$ cat src/hw/tmon_pkg.sv
// constants, types and the address map of the smbus thermal monitor
// assumes one 40 MHz clock; the analog front end lives outside this block
package tmon_pkg;
	// ---------------------------------------------------------------
	// timing
	// ---------------------------------------------------------------
	localparam int unsigned CLK_HZ = 40_000_000;
	localparam int unsigned CONV_SLOWEST_S = 16; // 0.0625 conversions per second
	localparam int unsigned CONV_BASE_CYC = CONV_SLOWEST_S * CLK_HZ;
	localparam int unsigned TIMEOUT_MS = 25;
	localparam int unsigned TIMEOUT_CYC = TIMEOUT_MS * (CLK_HZ / 1000);
	// ---------------------------------------------------------------
	// slave addresses
	// ---------------------------------------------------------------
	localparam logic [6:0] ADDR_7K5 = 7'h48;
	localparam logic [6:0] ADDR_12K = 7'h49;
	localparam logic [6:0] ADDR_20K = 7'h38;
	localparam logic [6:0] ADDR_33K = 7'h39;
	localparam logic [6:0] ADDR_ALT_BIT = 7'h02;
	localparam logic [6:0] ADDR_ALERT_RESP = 7'h0c;
	// ---------------------------------------------------------------
	// register pointers and reset values
	// ---------------------------------------------------------------
	localparam logic [7:0] REG_TEMP_HI = 8'h00;
	localparam logic [7:0] REG_TEMP_LO = 8'h01;
	localparam logic [7:0] REG_STATUS = 8'h02;
	localparam logic [7:0] REG_CONFIG = 8'h03;
	localparam logic [7:0] REG_RATE = 8'h04;
	localparam logic [7:0] REG_HIGH_LIM = 8'h05;
	localparam logic [7:0] REG_LOW_LIM = 8'h06;
	localparam logic [7:0] REG_ONE_SHOT = 8'h0f;
	localparam logic [7:0] REG_OVERTEMP_THERMOSTAT_OUT_LIM = 8'h20;
	localparam logic [7:0] REG_OVERTEMP_THERMOSTAT_OUT_HYS = 8'h21;
	localparam logic [7:0] REG_TIMEOUT = 8'h22;
	localparam int CFG_MASK_BIT = 7;
	localparam int CFG_STBY_BIT = 6;
	localparam int CFG_MODE_BIT = 5;
	localparam int TMO_EN_BIT = 7;
	localparam logic [7:0] RST_CONFIG = 8'h00;
	localparam logic [2:0] RST_RATE = 3'h4;
	localparam logic [7:0] RST_HIGH_LIM = 8'h55;
	localparam logic [7:0] RST_LOW_LIM = 8'h00;
	localparam logic [7:0] RST_OVERTEMP_THERMOSTAT_OUT_LIM = 8'h55;
	localparam logic [7:0] RST_OVERTEMP_THERMOSTAT_OUT_HYS = 8'h0a;
	localparam logic [3:0] BITS_PER_BYTE = 4'h8;
	localparam logic [1:0] BYTE_ADDR = 2'h0;
	localparam logic [1:0] BYTE_CMD = 2'h1;
	localparam logic [1:0] BYTE_DATA = 2'h2;

	typedef enum logic [2:0] {
		ST_IDLE = 3'b000,
		ST_RX = 3'b001,
		ST_ACK = 3'b010,
		ST_TX = 3'b011,
		ST_TXACK = 3'b100,
		ST_WAIT = 3'b101
	} tmon_state_e;

	// open-drain pin: out is always low, oe pulls the wire
	typedef struct packed {
		logic out;
		logic oe;
	} tmon_od_s;

	function automatic logic [6:0] tmon_addr_map(input logic [1:0] sense, input logic alt);
		logic [6:0] a;
		case (sense)
			2'h0: a = ADDR_7K5;
			2'h1: a = ADDR_12K;
			2'h2: a = ADDR_20K;
			default: a = ADDR_33K;
		endcase
		return alt ? (a | ADDR_ALT_BIT) : a;
	endfunction
endpackage

$ cat src/hw/tmon_top.sv
// smbus slave thermal monitor: address strap, conversion pacing,
// thermostat, window alert and open-drain pin drive
// assumes pins already synchronous to mclk; analog converter outside
// What this block does
// - the address strap is sampled once after reset and the address then holds.
// - base variant maps the four strap codes to 48h, 49h, 38h, 39h.
// - alternate variant maps them to 4ah, 4bh, 3ah, 3bh.
// - thermostat asserts at the threshold and clears below threshold minus hysteresis.
// - alert pin is either a maskable window alert or a second thermostat, open-drain.
// - the address pin doubles as the open-drain overtemperature output.
// - standby stops periodic conversions; a one-shot written in standby runs exactly one conversion, in run mode none.
// - in run mode conversions repeat at a programmable rate down to one per 16 s.
// - in alert mode an alert is shown on the alert pin; in both modes it is served by the host via the alert response address.
// - wrong address gets no acknowledge and changes no register; a longer write gets no acknowledge from its second data byte on, after the first is written.
// - with timeout enabled an idle transaction is abandoned after about 25 ms.
// - result is 10-bit two's complement, top eight bits high byte, two bits low byte.
// - only write byte, read byte, send byte, receive byte and alert response are served.
`timescale 1ns/1ps
module tmon_top import tmon_pkg::*; #(
	parameter bit ALT_VARIANT = 1'b0,
	parameter int unsigned CONV_CYC = CONV_BASE_CYC,
	parameter int unsigned TMO_CYC = TIMEOUT_CYC
) (
	input wire logic mclk,
	input wire logic rst,
	input wire logic serial_bus_clock_pin,
	input wire logic serial_bus_data_pin_in,
	output tmon_od_s serial_bus_data_pin,
	output tmon_od_s address_select_overtemp_pin,
	output tmon_od_s alert_or_second_thermostat_pin,
	input wire logic [1:0] addr_sense,
	output logic conv_start,
	input wire logic conv_done,
	input wire logic [9:0] conv_result,
	output logic overtemp_thermostat_out
);
	// ---------------------------------------------------------------
	// bus state
	// ---------------------------------------------------------------
	tmon_state_e st_r, st_nxt;
	logic scl_q_r, sda_q_r, oe_r, oe_nxt, rw_r, rw_nxt, ara_r, ara_nxt;
	logic [3:0] bit_r, bit_nxt;
	logic [1:0] byte_r, byte_nxt;
	logic [7:0] sh_r, sh_nxt, rdata;
	logic [19:0] tmo_r, tmo_nxt;
	logic scl_rise, scl_fall, start_c, stop_c, tmo_fire, decide, ptr_wr, reg_wr, ara_done;
	// register and conversion state
	logic strap_r, strap_nxt, tmo_en_r, tmo_en_nxt;
	logic [6:0] own_r, own_nxt;
	logic [7:0] ptr_r, ptr_nxt, cfg_r, cfg_nxt, hi_r, hi_nxt, lo_r, lo_nxt;
	logic [7:0] tlim_r, tlim_nxt, thys_r, thys_nxt;
	logic [2:0] rate_r, rate_nxt;
	logic [9:0] temp_r, temp_nxt;
	logic [29:0] tick_r, tick_nxt;
	logic busy_r, busy_nxt, due_r, due_nxt, shot_r, shot_nxt, start_r, start_nxt;
	logic overtemp_thermostat_out_r, overtemp_thermostat_out_nxt, therm2_r, therm2_nxt, alert_r, alert_nxt;
	logic signed [9:0] t_new, tlim_s, tclr_s, hlim_s, hclr_s, low_s;
	logic standby, out_win;

	assign scl_rise = serial_bus_clock_pin & ~scl_q_r;
	assign scl_fall = ~serial_bus_clock_pin & scl_q_r;
	assign start_c = serial_bus_clock_pin & scl_q_r & sda_q_r & ~serial_bus_data_pin_in;
	assign stop_c = serial_bus_clock_pin & scl_q_r & ~sda_q_r & serial_bus_data_pin_in;
	assign tmo_fire = tmo_en_r && (st_r != ST_IDLE) && (tmo_r >= 20'(TMO_CYC - 1));
	assign decide = (st_r == ST_RX) && scl_fall && (bit_r == BITS_PER_BYTE);
	assign ptr_wr = decide && !rw_r && (byte_r == BYTE_CMD);
	assign reg_wr = decide && !rw_r && (byte_r == BYTE_DATA);
	assign ara_done = (st_r == ST_TXACK) && scl_rise && ara_r;

	// ---------------------------------------------------------------
	// smbus slave engine
	// ---------------------------------------------------------------
	always_comb begin
		st_nxt = st_r;
		oe_nxt = oe_r;
		rw_nxt = rw_r;
		ara_nxt = ara_r;
		bit_nxt = bit_r;
		byte_nxt = byte_r;
		sh_nxt = sh_r;
		// inactivity means no clock edge and no start or stop condition
		tmo_nxt = (scl_rise || scl_fall || start_c || stop_c || st_r == ST_IDLE) ? 20'h0 :
			tmo_r + 20'h1;
		if (start_c) begin
			st_nxt = ST_RX;
			oe_nxt = 1'b0;
			bit_nxt = 4'h0;
			byte_nxt = BYTE_ADDR;
			ara_nxt = 1'b0;
		end else if (stop_c || tmo_fire) begin
			st_nxt = ST_IDLE;
			oe_nxt = 1'b0;
		end else begin
			case (st_r)
				ST_RX: begin
					if (scl_rise) begin
						sh_nxt = {sh_r[6:0], serial_bus_data_pin_in};
						bit_nxt = bit_r + 4'h1;
					end
					if (decide) begin
						st_nxt = ST_ACK;
						oe_nxt = 1'b1;
						bit_nxt = 4'h0;
						byte_nxt = byte_r + 2'h1;
						if (byte_r == BYTE_ADDR) begin
							rw_nxt = sh_r[0];
							if (sh_r[7:1] == own_r) begin
								ara_nxt = 1'b0;
							end else if (sh_r[7:1] == ADDR_ALERT_RESP && sh_r[0] && alert_r) begin
								ara_nxt = 1'b1;
							end else begin
								st_nxt = ST_WAIT;
								oe_nxt = 1'b0;
							end
						end else if (rw_r || byte_r > BYTE_DATA) begin
							st_nxt = ST_WAIT;
							oe_nxt = 1'b0;
						end
					end
				end
				ST_ACK: begin
					if (scl_fall) begin
						if (rw_r) begin
							sh_nxt = ara_r ? {own_r, 1'b1} : rdata;
							oe_nxt = ara_r ? ~own_r[6] : ~rdata[7];
							bit_nxt = 4'h1;
							st_nxt = ST_TX;
						end else begin
							oe_nxt = 1'b0;
							st_nxt = ST_RX;
						end
					end
				end
				ST_TX: begin
					// sent a 1 but the wire reads 0: another slave won, keep off the bus
					if (scl_rise && !oe_r && !serial_bus_data_pin_in) begin
						st_nxt = ST_WAIT;
					end else if (scl_fall) begin
						if (bit_r == BITS_PER_BYTE) begin
							oe_nxt = 1'b0;
							st_nxt = ST_TXACK;
						end else begin
							sh_nxt = {sh_r[6:0], 1'b0};
							oe_nxt = ~sh_r[6];
							bit_nxt = bit_r + 4'h1;
						end
					end
				end
				ST_TXACK: begin
					// only single-byte reads exist, so any answer ends it
					if (scl_rise) begin
						st_nxt = ST_WAIT;
					end
				end
				default: begin
				end
			endcase
		end
	end

	always_ff @(posedge mclk or posedge rst) begin
		if (rst) begin
			st_r <= ST_IDLE;
			scl_q_r <= 1'b1;
			sda_q_r <= 1'b1;
			oe_r <= 1'b0;
			rw_r <= 1'b0;
			ara_r <= 1'b0;
			bit_r <= 4'h0;
			byte_r <= BYTE_ADDR;
			sh_r <= 8'h00;
			tmo_r <= 20'h0;
		end else begin
			st_r <= st_nxt;
			scl_q_r <= serial_bus_clock_pin;
			sda_q_r <= serial_bus_data_pin_in;
			oe_r <= oe_nxt;
			rw_r <= rw_nxt;
			ara_r <= ara_nxt;
			bit_r <= bit_nxt;
			byte_r <= byte_nxt;
			sh_r <= sh_nxt;
			tmo_r <= tmo_nxt;
		end
	end

	// ---------------------------------------------------------------
	// registers reached over the bus
	// ---------------------------------------------------------------
	always_comb begin
		case (ptr_r)
			REG_TEMP_HI: rdata = temp_r[9:2];
			REG_TEMP_LO: rdata = {temp_r[1:0], 6'h00};
			REG_STATUS: rdata = {busy_r, overtemp_thermostat_out_r, therm2_r, alert_r, 4'h0};
			REG_CONFIG: rdata = cfg_r;
			REG_RATE: rdata = {5'h00, rate_r};
			REG_HIGH_LIM: rdata = hi_r;
			REG_LOW_LIM: rdata = lo_r;
			REG_OVERTEMP_THERMOSTAT_OUT_LIM: rdata = tlim_r;
			REG_OVERTEMP_THERMOSTAT_OUT_HYS: rdata = thys_r;
			REG_TIMEOUT: rdata = {tmo_en_r, 7'h00};
			default: rdata = 8'h00;
		endcase
	end

	always_comb begin
		strap_nxt = 1'b1;
		own_nxt = strap_r ? own_r : tmon_addr_map(addr_sense, ALT_VARIANT);
		ptr_nxt = ptr_wr ? sh_r : ptr_r;
		cfg_nxt = (reg_wr && ptr_r == REG_CONFIG) ? sh_r : cfg_r;
		rate_nxt = (reg_wr && ptr_r == REG_RATE) ? sh_r[2:0] : rate_r;
		hi_nxt = (reg_wr && ptr_r == REG_HIGH_LIM) ? sh_r : hi_r;
		lo_nxt = (reg_wr && ptr_r == REG_LOW_LIM) ? sh_r : lo_r;
		tlim_nxt = (reg_wr && ptr_r == REG_OVERTEMP_THERMOSTAT_OUT_LIM) ? sh_r : tlim_r;
		thys_nxt = (reg_wr && ptr_r == REG_OVERTEMP_THERMOSTAT_OUT_HYS) ? sh_r : thys_r;
		tmo_en_nxt = (reg_wr && ptr_r == REG_TIMEOUT) ? sh_r[TMO_EN_BIT] : tmo_en_r;
	end

	always_ff @(posedge mclk or posedge rst) begin
		if (rst) begin
			strap_r <= 1'b0;
			own_r <= ADDR_7K5;
			ptr_r <= REG_TEMP_HI;
			cfg_r <= RST_CONFIG;
			rate_r <= RST_RATE;
			hi_r <= RST_HIGH_LIM;
			lo_r <= RST_LOW_LIM;
			tlim_r <= RST_OVERTEMP_THERMOSTAT_OUT_LIM;
			thys_r <= RST_OVERTEMP_THERMOSTAT_OUT_HYS;
			tmo_en_r <= 1'b0;
		end else begin
			strap_r <= strap_nxt;
			own_r <= own_nxt;
			ptr_r <= ptr_nxt;
			cfg_r <= cfg_nxt;
			rate_r <= rate_nxt;
			hi_r <= hi_nxt;
			lo_r <= lo_nxt;
			tlim_r <= tlim_nxt;
			thys_r <= thys_nxt;
			tmo_en_r <= tmo_en_nxt;
		end
	end

	// ---------------------------------------------------------------
	// conversion pacing, thermostats and alert
	// ---------------------------------------------------------------
	assign standby = cfg_r[CFG_STBY_BIT];
	// limits compare against the high byte, widened so hysteresis cannot wrap
	assign t_new = 10'(signed'(conv_result[9:2]));
	assign tlim_s = 10'(signed'(tlim_r));
	assign tclr_s = tlim_s - signed'({2'b00, thys_r});
	assign hlim_s = 10'(signed'(hi_r));
	assign hclr_s = hlim_s - signed'({2'b00, thys_r});
	assign low_s = 10'(signed'(lo_r));
	assign out_win = (t_new > hlim_s) || (t_new < low_s);

	always_comb begin
		tick_nxt = tick_r;
		due_nxt = due_r;
		if (standby) begin
			tick_nxt = 30'h0;
			due_nxt = 1'b0;
		end else if (tick_r >= (30'(CONV_CYC) >> rate_r) - 30'h1) begin
			tick_nxt = 30'h0;
			due_nxt = 1'b1;
		end else begin
			tick_nxt = tick_r + 30'h1;
		end
		shot_nxt = shot_r || (reg_wr && ptr_r == REG_ONE_SHOT && standby);
		start_nxt = 1'b0;
		busy_nxt = busy_r;
		if (busy_r) begin
			busy_nxt = !conv_done;
		end else if (due_r || shot_r) begin
			start_nxt = 1'b1;
			busy_nxt = 1'b1;
			due_nxt = 1'b0;
			shot_nxt = reg_wr && ptr_r == REG_ONE_SHOT && standby; // a new command is kept
		end
		temp_nxt = (busy_r && conv_done) ? conv_result : temp_r;
		overtemp_thermostat_out_nxt = overtemp_thermostat_out_r;
		therm2_nxt = therm2_r;
		alert_nxt = alert_r && !ara_done;
		if (busy_r && conv_done) begin
			if (t_new >= tlim_s) begin
				overtemp_thermostat_out_nxt = 1'b1;
			end else if (t_new < tclr_s) begin
				overtemp_thermostat_out_nxt = 1'b0;
			end
			if (t_new >= hlim_s) begin
				therm2_nxt = 1'b1;
			end else if (t_new < hclr_s) begin
				therm2_nxt = 1'b0;
			end
			// a new event beats a same-cycle clear from the alert response
			if (out_win && !cfg_r[CFG_MASK_BIT]) begin
				alert_nxt = 1'b1;
			end
		end
	end

	always_ff @(posedge mclk or posedge rst) begin
		if (rst) begin
			tick_r <= 30'h0;
			due_r <= 1'b0;
			shot_r <= 1'b0;
			start_r <= 1'b0;
			busy_r <= 1'b0;
			temp_r <= 10'h000;
			overtemp_thermostat_out_r <= 1'b0;
			therm2_r <= 1'b0;
			alert_r <= 1'b0;
		end else begin
			tick_r <= tick_nxt;
			due_r <= due_nxt;
			shot_r <= shot_nxt;
			start_r <= start_nxt;
			busy_r <= busy_nxt;
			temp_r <= temp_nxt;
			overtemp_thermostat_out_r <= overtemp_thermostat_out_nxt;
			therm2_r <= therm2_nxt;
			alert_r <= alert_nxt;
		end
	end

	// ---------------------------------------------------------------
	// pins: every open-drain output only ever pulls low
	// ---------------------------------------------------------------
	assign conv_start = start_r;
	assign overtemp_thermostat_out = overtemp_thermostat_out_r;
	assign serial_bus_data_pin = '{out: 1'b0, oe: oe_r};
	assign address_select_overtemp_pin = '{out: 1'b0, oe: overtemp_thermostat_out_r};
	assign alert_or_second_thermostat_pin = '{out: 1'b0,
		oe: cfg_r[CFG_MODE_BIT] ? therm2_r : alert_r};

	// ---------------------------------------------------------------
	// checks
	// ---------------------------------------------------------------
	addr_hold_a: assert property (@(posedge mclk) disable iff (rst) strap_r |=> $stable(own_r))
		else $error("slave address changed after strap");
	addr_base_a: assert property (@(posedge mclk) disable iff (rst)
		(!ALT_VARIANT && !strap_r && addr_sense == 2'h2) |=> own_r == ADDR_20K)
		else $error("base address map wrong");
	addr_alt_a: assert property (@(posedge mclk) disable iff (rst)
		(ALT_VARIANT && !strap_r && addr_sense == 2'h1) |=> own_r == (ADDR_12K | ADDR_ALT_BIT))
		else $error("alternate address map wrong");
	overtemp_thermostat_out_trip_a: assert property (@(posedge mclk) disable iff (rst)
		(busy_r && conv_done && t_new >= tlim_s) |=> overtemp_thermostat_out_r ##0 address_select_overtemp_pin.oe)
		else $error("thermostat did not trip");
	overtemp_thermostat_out_keep_a: assert property (@(posedge mclk) disable iff (rst)
		(overtemp_thermostat_out_r && !(busy_r && conv_done && t_new < tclr_s)) |=> overtemp_thermostat_out_r)
		else $error("thermostat released inside hysteresis");
	alert_raise_a: assert property (@(posedge mclk) disable iff (rst)
		(busy_r && conv_done && out_win && !cfg_r[CFG_MASK_BIT] && !cfg_r[CFG_MODE_BIT]
		&& !reg_wr) |=> alert_or_second_thermostat_pin.oe)
		else $error("window alert not raised");
	standby_quiet_a: assert property (@(posedge mclk) disable iff (rst)
		(standby && !shot_r && !due_r && !reg_wr) |=> !conv_start)
		else $error("conversion started in standby");
	nack_foreign_a: assert property (@(posedge mclk) disable iff (rst)
		(decide && byte_r == BYTE_ADDR && sh_r[7:1] != own_r && sh_r[7:1] != ADDR_ALERT_RESP
		&& !start_c) |=> !serial_bus_data_pin.oe [*2])
		else $error("acknowledged a foreign address");
	bus_timeout_a: assert property (@(posedge mclk) disable iff (rst)
		(tmo_fire && !start_c) |=> st_r == ST_IDLE && !serial_bus_data_pin.oe)
		else $error("timeout did not release bus");
	low_byte_a: assert property (@(posedge mclk) disable iff (rst)
		ptr_r == REG_TEMP_LO |-> rdata[5:0] == 6'h00 && rdata[7:6] == temp_r[1:0])
		else $error("low temperature byte malformed");
endmodule

$ cat config.mk
export PLATFORM = sky130hd
export DESIGN_NAME = tmon_top
export DESIGN_NICKNAME = d
export VERILOG_FILES = /design/src/hw/tmon_pkg.sv /design/src/hw/tmon_top.sv
export SDC_FILE = /design/constraint.sdc
export NUM_CORES = 1
export LEC_CHECK = 0
export BUFFER_PORTS_ARGS = -buffer_cell sky130_fd_sc_hd__buf_2
export CORE_MARGIN = 2
export CORE_UTILIZATION = 35
export DETAILED_ROUTE_END_ITERATION = 12
export SLEW_MARGIN = 10
export SYNTH_ARGS = -nofsm -noshare
export SYNTH_HDL_FRONTEND = slang
export SYNTH_SLANG_ARGS = --single-unit
$ cat constraint.sdc
create_clock -name mclk -period 8.1 [get_ports mclk]
set_clock_uncertainty 0.15 [all_clocks]
set_input_delay 0.405 -clock mclk [delete_from_list [all_inputs] [get_ports mclk]]
set_output_delay 0.405 -clock mclk [all_outputs]
set_load 0.05 [all_outputs]
==> results.py, run 1 <==
metrics = {
    "outcome": {
        "outcome": "finished, violations left",
        "violations": "hold timing",
    },
    "route": {
        "viasPerCell": 5.28,
        "met3_length_um": 895,
        "wl_met2_um": 11100,
        "vias": 7790,
        "top_layer": "met4",
        "postRouteAntennaNets": 0,
        "wl_per_cell_um": 16.2,
        "routed_wirelength_um": 23800,
        "wl_met1_um": 11500,
        "drt_iter0_drc": 465,
        "route.detailed.drc": 0,
        "drtPass1Iterations": 7,
    },
    "layout": {
        "fin_util_pct": 39.3,
        "area_delta_synth_final_pct": 10.5,
        "stdcell_area_um2": 10900,
        "layout_common_cells": "dfrtp_1 (131), nor2_1 (113), ha_1 (103)",
        "layout_commonest_cell": "dfrtp_1",
        "layout.nets": 1206,
        "drive_gt1_share_pct": 11.6,
        "n_antenna_cell": 0,
    },
    "sta": {
        "hold_viol": 14,
        "slew_headroom_pct": 30.4,
        "tightestPinTransition_ns": 1.04,
        "hold_ws_ns": -0.0129,
        "setup_viol_count_final": 0,
        "period_needed_ns": 4.27,
        "fmax_mhz": 234,
        "slew_viol_final": 0,
        "setup_tns_ns": 0,
        "rsz0062_at_grt": "no",
        "fin_crit_sh_pct": 52.7,
    },
    "setup_path": {
        "crit_fanout": 30,
        "critPathBufInv": 1,
        "required_ns": 8.29,
        "crit_slowest_cell": "or4_1",
        "crit_family": "simple AND/OR/NAND/NOR gates",
        "critPathKind": "flop to flop",
        "cp_data_arrival_time_ns": 4.45,
        "worst_setup_path_start_kind": "flop",
        "cpPeakStageDelay_ns": 0.96,
        "crit_path_end_kind": "flop",
        "critical_path.cell_chain": "inv_1 > ha_1 > nand3b_1 > or4_1 > o221ai_1 > ha_1 > a21o_1 > a21o_1 > a21oi_1 > o21ai_0 > or4_1 > nor2_1",
    },
    "floorplan": {
        "dieHeight_um": 172,
        "std_cell_rows": 61,
        "io_pins": 25,
        "die_w_um": 172,
        "core_area_um2": 27800,
        "initial_utilization_pct": 35.6,
        "fp.dieArea_um2": 29600,
    },
    "cts": {
        "htree_levels": 4,
        "postCtsResizedCells": 0,
        "cts_setup_buffers": 0,
        "clockBufferDepth": 2,
        "numCtsBuffers": 17,
        "clk_pin_slew_ns": 0.06,
        "ctsRootBufferMaster": "clkbuf_16",
        "cts_sinks": 145,
        "clkLatencyLatePin_ns": 0.43,
        "postCtsHoldBufs": 3,
        "cts_tree": "built",
    },
    "yosys": {
        "ys_ff_latch": 145,
        "ys_types": 79,
        "dominantRegCellSynth": "dfrtp_1",
        "synth-warning-count": 0,
        "ys_seq_area_share_pct": 36.9,
        "syn_area_per_cell_um2": 9.17,
        "netlist_instances": 1079,
        "async_reset_ff_share_pct": 100,
        "synth-edff-count": 0,
        "synth_top_area_share_pct": 33.1,
        "synth_largest_area_cell": "dfrtp_1",
        "synthesis.area_um2": 9890,
        "synthTopCellsByArea": "dfrtp_1 (33%), ha_1 (13%), mux2_2 (4.6%)",
    },
    "grt": {
        "grt_pass1_vias": 7528,
        "grt.overflow.total": 0,
        "grt_pass1_wl_um": 39500,
        "grt_start_max_net_pins": 90,
        "grt_antenna_before_repair": 0,
        "gr-usage-all-layers_pct": 16.9,
    },
    "place": {
        "place_area_um2": 10300,
        "place_congestion": 0.881,
        "port_buffers": 21,
        "post-dp-hpwl_um": 17400,
    },
    "power": {
        "p_per_area_nw_per_um2": 190,
        "p_leak_uw": 0.00493,
        "ir_worst_vdd_v": 0.000169,
    },
    "run": {
        "cap_violations": 0,
    },
    "hold_path": {
        "hold_class": "input pin to async pin",
    },
}
## flip-flops by register name, indices dropped and copies added, names as in the netlist, 4 cells and up
name	count
bit_r	4
cfg_r	8
hi_r	8
lo_r	8
ptr_r	8
sh_r	8
temp_r	10
thys_r	8
tick_r	30
tlim_r	8
tmo_r	20
## cells in the mapped netlist (6+ instances only)
library cell  instances
xnor2_1              32
a22oi_1               6
and3_1               13
inv_1                67
ha_1                103
a21o_1                9
dfstp_2              14
and2_1                7
clkbuf_1             28
mux2i_1              16
a21oi_1              53
nor4_1                6
buf_2                 7
xor2_1               37
and4_1                6
nand4_1              18
nor3_1               26
nor2b_1              13
nor2_1              113
nand3b_1              6
nand2b_1             14
o21a_1                8
dfrtp_1             131
o21ai_0              61
o22ai_1               9
mux2_2               40
nand3_1              33
nand2_1              95
or3_1                 7
## kinds of logic after synthesis
kind of cell	after synthesis	share of synthesized area, %
flops	145	36.9
buf+inv	111	4.49
fa+ha+maj	106	13.5
simple gates	386	19.4
compound gates	201	12.8
mux	59	6.74
other cells	2	0.0759
xor+xnor	69	6.11
## cell type report
class | instances | area, µm²
fillers | 2849 | 16800
multi-input cells | 825 | 5810
flip-flops and latches | 145 | 3650
well taps | 378 | 473
clock buffers | 20 | 457
inverters | 68 | 260
repair buffers | 27 | 158
clock inverters | 12 | 130
## per-stage QoR
step	setup slack [ns]	hold slack, ns	instances	total power, µW
4_1_cts	3.82	0.0277	1475	2090
5_1_grt	3.43	0.0606	1475	2180
2_1_floorplan	3.67	0.259	1081	1180
3_3_place_gp	3.94	0.289	1440	1290
3_5_place_dp	3.84	0.301	1440	1290
6_report	3.83	-0.0129	1475	2080
## final timing paths
path / start / end / slack, ns / depth (start not counted)
setup / recovery: rate_r[0] / tick_r[9] / 3.83 / 12
hold / removal: rst / own_r[5] / -0.01 / 2
setup reg to reg: rate_r[0] / tick_r[9] / 3.83 / 12
hold reg to reg: tmo_r[0] / tmo_r[0] / 0.30 / 1
max in group asynchronous: rst / tmo_r[11] / 6.57 / 3
min in group mclk: conv_result[1] / temp_r[1] / 0.06 / 2
## layer usage
metal / vias up / global-route usage [%]
li1: 3807 / -
met1: 3803 / 23.8
met2: 159 / 27.1
met3: 21 / 2.47
met4: 0 / 4.79
met5: - / 0
## power by group
group	total, µW	leakage, µW	switching [µW]	internal [µW]
clock network	793	0.000287	322	470
registers	923	0.00180	126	796
logic	362	0.00284	202	160
total	2080	0.00493	651	1430
Power figures use the tool's default switching activity.
==> run 2, diff against run 1 <==
Clock period 8.1 ns to 3.6 ns, I/O delays scaled along.
==> run 2 against run 1 <==
  * The flow now finishes without violations
  * Largest cell class unchanged
  * Via count rose by 1.6%
  * Non-clock buffer count rose by 29
  * Critical path type unchanged
  * Cell count rose by 2.0%
  * Largest power group unchanged
==> results.py, run 2 (synthesis gave the netlist of run 1 again) <==
metrics = {
    "layout": {
        "regArea_um2": 3650,
        "stdcell_area_um2": 11300,
        "area_delta_synth_final_pct": 14.6,
        "layout_commonest_cell": "dfrtp_1",
        "layout_common_cells": "dfrtp_1 (129), nor2_1 (112), ha_1 (101)",
        "nFillCells": 2768,
        "regMostFlops": "tick_r",
        "largest_register_ffs": 30,
        "n_antenna_cell": 0,
        "drive_gt1_share_pct": 14.7,
        "reg_top3": "tick_r: 30 flops, tmo_r: 20 flops, temp_r: 10 flops",
        "layout.nets": 1235,
        "multi_input_area_um2": 5860,
    },
    "cts": {
        "clk_pin_slew_ns": 0.07,
        "htree_levels": 4,
        "cts_tree": "built",
        "clkLatencyLatePin_ns": 0.43,
        "clockBufferDepth": 2,
        "numCtsBuffers": 17,
        "ctsRootBufferMaster": "clkbuf_16",
        "cts_sinks": 145,
    },
    "floorplan": {
        "die_w_um": 172,
        "initial_utilization_pct": 35.6,
        "fp.dieArea_um2": 29600,
        "std_cell_rows": 61,
        "io_pins": 25,
        "dieHeight_um": 172,
        "core_area_um2": 27800,
    },
    "route": {
        "viasPerCell": 5.26,
        "vias": 7918,
        "met3_length_um": 1120,
        "routed_wirelength_um": 25000,
        "wl_met1_um": 11800,
        "route.detailed.drc": 0,
        "postRouteAntennaNets": 0,
        "wl_per_cell_um": 16.6,
        "drtPass1Iterations": 5,
        "wl_met2_um": 11500,
        "drt_iter0_drc": 534,
        "top_layer": "met4",
    },
    "setup_path": {
        "required_ns": 3.73,
        "critical_path.cell_chain": "inv_2 > ha_4 > inv_1 > fa_2 > a21o_1 > a21oi_2 > nor2b_1 > o21a_1 > o41a_1 > xnor2_1 > ha_2 > or3b_4 > a21oi_2 > nand2_1 > a21oi_2 > o22ai_1",
        "worst-r2r-cell-count": 16,
        "crit_slowest_cell": "or3b_4",
        "crit_family": "compound AO/OA/AOI/OAI gates",
        "crit_path_end_kind": "flop",
        "cpPeakStageDelay_ns": 0.39,
        "critPathKind": "flop to flop",
        "cp.depth": 16,
        "worst_setup_path_start_kind": "flop",
        "crit_fanout": 3,
        "cp_data_arrival_time_ns": 3.61,
        "critPathBufInv": 2,
        "cp_common_cell": "a21oi_2",
    },
    "sta": {
        "slew_viol_final": 0,
        "fin_crit_sh_pct": 96.9,
        "fmax_mhz": 287,
        "slew_headroom_pct": 40.7,
        "period_needed_ns": 3.49,
        "worst_slack_ns": 0.112,
        "hold_viol": 0,
        "tightestPinTransition_ns": 0.887,
        "hold_ws_ns": 0.0104,
        "setup_viol_count_final": 0,
    },
    "place": {
        "dp_slack_ns": -0.00787,
        "post-dp-hpwl_um": 17900,
        "port_buffers": 21,
        "place_area_um2": 10500,
        "place_congestion": 0.919,
    },
    "outcome": {
        "outcome": "finished clean",
    },
    "power": {
        "power_uw": 4880,
        "p_per_area_nw_per_um2": 431,
        "ir_worst_vdd_v": 0.000327,
        "p_leak_uw": 0.00510,
    },
    "grt": {
        "grt_pass1_wl_um": 40800,
        "grt_antenna_before_repair": 0,
        "grt.overflow.total": 0,
        "grt_pass1_vias": 7797,
        "gr-usage-all-layers_pct": 17.5,
        "grt_start_max_net_pins": 70,
    },
    "hold_path": {
        "whs_path_depth": 2,
        "hold_class": "input pin to flop",
    },
    "run": {
        "cap_violations": 0,
    },
}
[run 2: changes by cell type in the layout (fill, tap and decap cells not counted), moves of 3 or more]
cell           previous run  this run
a21oi_2                   0         3
buf_12                    0         3
inv_1                    66        63
dlygate4sd3_1             3        11
a21oi_1                  53        50
inv_2                     0         3
buf_4                     3        20
[run 2: routing by layer]
layer  vias up  global-route usage, %
li1       3867                      -
met5         -                      0
met3        39                   3.09
met4         0                   5.26
met2       197                   28.5
met1      3815                   23.7
[run 2: timing repair]
item | CTS | global route
hold endpoints to repair | 33 | 0
cloned | 0 | 1
hold buffers | 11 | 0
gates resized for setup | 2 | 17
setup endpoints to repair | 29 | 31
pin swaps | 0 | 9
buffers inserted | 1 | 3
[run 2: through the flow]
stage / instances / setup TNS, ns / utilization (%)
2_1_floorplan: 1081 / 0 / -
3_3_place_gp: 1456 / 0 / 37.7
3_5_place_dp: 1456 / -0.00787 / 37.7
4_1_cts: 1500 / 0 / 40.4
5_1_grt: 1504 / -0.291 / 40.8
6_report: 1504 / 0 / 40.8
[run 2: cell type report]
type | instances | share of cell area (%)
sequential | 145 | 32.2
multi-input combinational | 825 | 51.7
inverter | 68 | 2.29
clock buffer | 18 | 3.88
timing repair buffer | 56 | 3.97
clock inverter | 14 | 1.79
tap | 378 | 4.17
[run 2: final timing paths]
check	start	to	slack, ns
min	conv_result[7]	temp_r[7]	0.01
min reg2reg	tmo_r[0]	tmo_r[0]	0.31
max in group asynchronous	rst	rate_r[2]	2.24
min in group asynchronous	rst	strap_r	0.24
max	hi_r[0]	therm2_r	0.11
max reg2reg	hi_r[0]	therm2_r	0.11
[run 2: report_power, final]
group	internal (µW)	switching (µW)	total, µW
logic	385	466	851
registers	1790	294	2080
clock network	1190	752	1940
==> run 3, diff against run 2 <==
Settings changed: CORE_UTILIZATION 35 to 40.
==> run 3 against run 2 <==
  * Combinational power shrank 0.6%
  * Register-to-register slack improved by 0.06 ns
  * Critical endpoint unchanged
  * Hold slack better by 0.020 ns
  * Setup slack gained 0.057 ns
  * Non-clock buffer count rose by 3
  * Design area is 0.85% lower
  * Clock power down 5%
==> results.py, run 3 (synthesis gave the netlist of run 1 again) <==
metrics = {
    "power": {
        "p_leak_uw": 0.00509,
        "power_uw": 4760,
        "p_per_area_nw_per_um2": 424,
        "ir_worst_vdd_v": 0.000334,
    },
    "sta": {
        "setup_tns_ns": 0,
        "slew_viol_final": 0,
        "fmax_mhz": 291,
        "period_needed_ns": 3.43,
        "fin_crit_sh_pct": 95.3,
        "rsz0062_at_grt": "no",
        "hold_viol": 0,
        "slew_headroom_pct": 42.7,
        "tightestPinTransition_ns": 0.857,
        "setup_viol_count_final": 0,
    },
    "setup_path": {
        "critical_path.cell_chain": "inv_2 > ha_2 > inv_1 > fa_2 > a21o_1 > a21oi_2 > nor2b_1 > o21a_1 > o41a_1 > xnor2_1 > ha_1 > or3b_2 > a21oi_2 > nand2_1 > a21oi_2 > o22ai_1",
        "cp_data_arrival_time_ns": 3.55,
        "cp_common_cell": "a21oi_2",
        "worst_setup_path_start_kind": "flop",
        "required_ns": 3.72,
        "critPathKind": "flop to flop",
        "crit_slowest_cell": "or3b_2",
        "cpPeakStageDelay_ns": 0.47,
        "crit_fanout": 3,
        "crit_path_end_kind": "flop",
    },
    "floorplan": {
        "initial_utilization_pct": 40.7,
        "dieHeight_um": 161,
        "io_pins": 25,
        "fp.dieArea_um2": 26000,
        "core_area_um2": 24300,
        "die_w_um": 161,
        "std_cell_rows": 57,
    },
    "layout": {
        "layout_common_cells": "dfrtp_1 (129), nor2_1 (113), ha_1 (100)",
        "reg_top3": "tick_r: 30 flops, tmo_r: 20 flops, temp_r: 10 flops",
        "layout.nets": 1238,
        "layout_commonest_cell": "dfrtp_1",
        "area_delta_synth_final_pct": 13.6,
        "n_antenna_cell": 0,
        "largest_register_ffs": 30,
        "fin_cells": 1453,
        "regArea_um2": 3650,
        "nFillCells": 2313,
        "multi_input_area_um2": 5860,
        "regMostFlops": "tick_r",
        "drive_gt1_share_pct": 14.5,
    },
    "cts": {
        "htree_levels": 4,
        "clk_pin_slew_ns": 0.07,
        "numCtsBuffers": 17,
        "ctsRootBufferMaster": "clkbuf_16",
        "clkLatencyLatePin_ns": 0.43,
        "cts_tree": "built",
        "clockBufferDepth": 2,
        "cts_sinks": 145,
    },
    "route": {
        "routed_wirelength_um": 24400,
        "vias": 7903,
        "drtPass1Iterations": 5,
        "route.detailed.drc": 0,
        "viasPerCell": 5.44,
        "postRouteAntennaNets": 0,
        "wl_per_cell_um": 16.8,
        "drt_iter0_drc": 465,
    },
    "outcome": {
        "outcome": "finished clean",
    },
    "place": {
        "post-dp-hpwl_um": 18000,
        "placedCellCount": 1405,
        "port_buffers": 21,
        "place_congestion": 0.903,
    },
    "grt": {
        "grt.overflow.total": 0,
        "grt_pass1_vias": 7681,
        "gr-usage-all-layers_pct": 19.6,
        "grt_start_max_net_pins": 60,
        "grt_antenna_before_repair": 0,
        "grt_pass1_wl_um": 40500,
    },
    "run": {
        "cap_violations": 0,
    },
    "hold_path": {
        "hold_class": "input pin to flop",
    },
}
[run 3: per-stage QoR]
stage,util (%),setup WS (ns),cell area [µm²],hold WS [ns]
after floorplan,-,0.0566,9900,0.0345
after global placement,42.9,0.0445,10400,0.172
after detailed placement,42.9,0.0231,10400,0.174
after CTS,45.9,0.0115,11200,0.00162
after global routing,46.2,0.00407,11200,0.0311
final,46.2,0.169,11200,0.0303
[run 3: cell type report]
| class | instances | area share, % |
|---|---|---|
| tap | 324 | 3.61 |
| timing repair buffer | 59 | 4.12 |
| multi-input combinational | 825 | 52.1 |
| sequential | 145 | 32.5 |
| clock inverter | 13 | 1.35 |
| inverter | 68 | 2.31 |
| clock buffer | 19 | 4.03 |
[run 3: routing by layer]
metal	track usage [%]	routed length (µm)	vias to the layer above
met5	0	0	-
met4	7.22	612	0
met3	2.67	1010	33
met2	31.3	11300	191
met1	27.1	11500	3794
li1	-	-	3885
[run 3: path summary, 6_finish.rpt]
kind / from / to / slack (ns) / cells past startpoint
worst min register to register: tmo_r[0] / tmo_r[0] / 0.32 / 1
worst max-delay path: hi_r[0] / therm2_r / 0.17 / 16
max in group asynchronous: rst / rate_r[2] / 2.22 / 4
min in group asynchronous: rst / tlim_r[1] / 0.28 / 3
worst min-delay path: conv_result[4] / temp_r[4] / 0.03 / 2
worst max register to register: hi_r[0] / therm2_r / 0.17 / 16
[run 3: worst max-delay path: cells and delay by family (launching register included)]
family,cells,cell delay [ns]
flip-flops,1,0.38
XOR/XNOR,1,0.14
adder cells (fa/ha/maj),3,0.68
AO/OA/AOI/OAI,7,1.18
buffers and inverters,2,0.11
AND/OR/NAND/NOR,3,0.63
[run 3: power breakdown]
group          internal (µW)  switching, µW  leakage, µW
logic                    380            466      0.00301
clock network           1070            775     0.000289
registers               1790            280      0.00179
[run 3: timing repair]
action                     in CTS  in global routing
resized for setup               0                 18
setup endpoints to repair       0                 31
hold endpoints to repair       35                  0
hold buffers                   14                  0
setup buffers                   0                  2
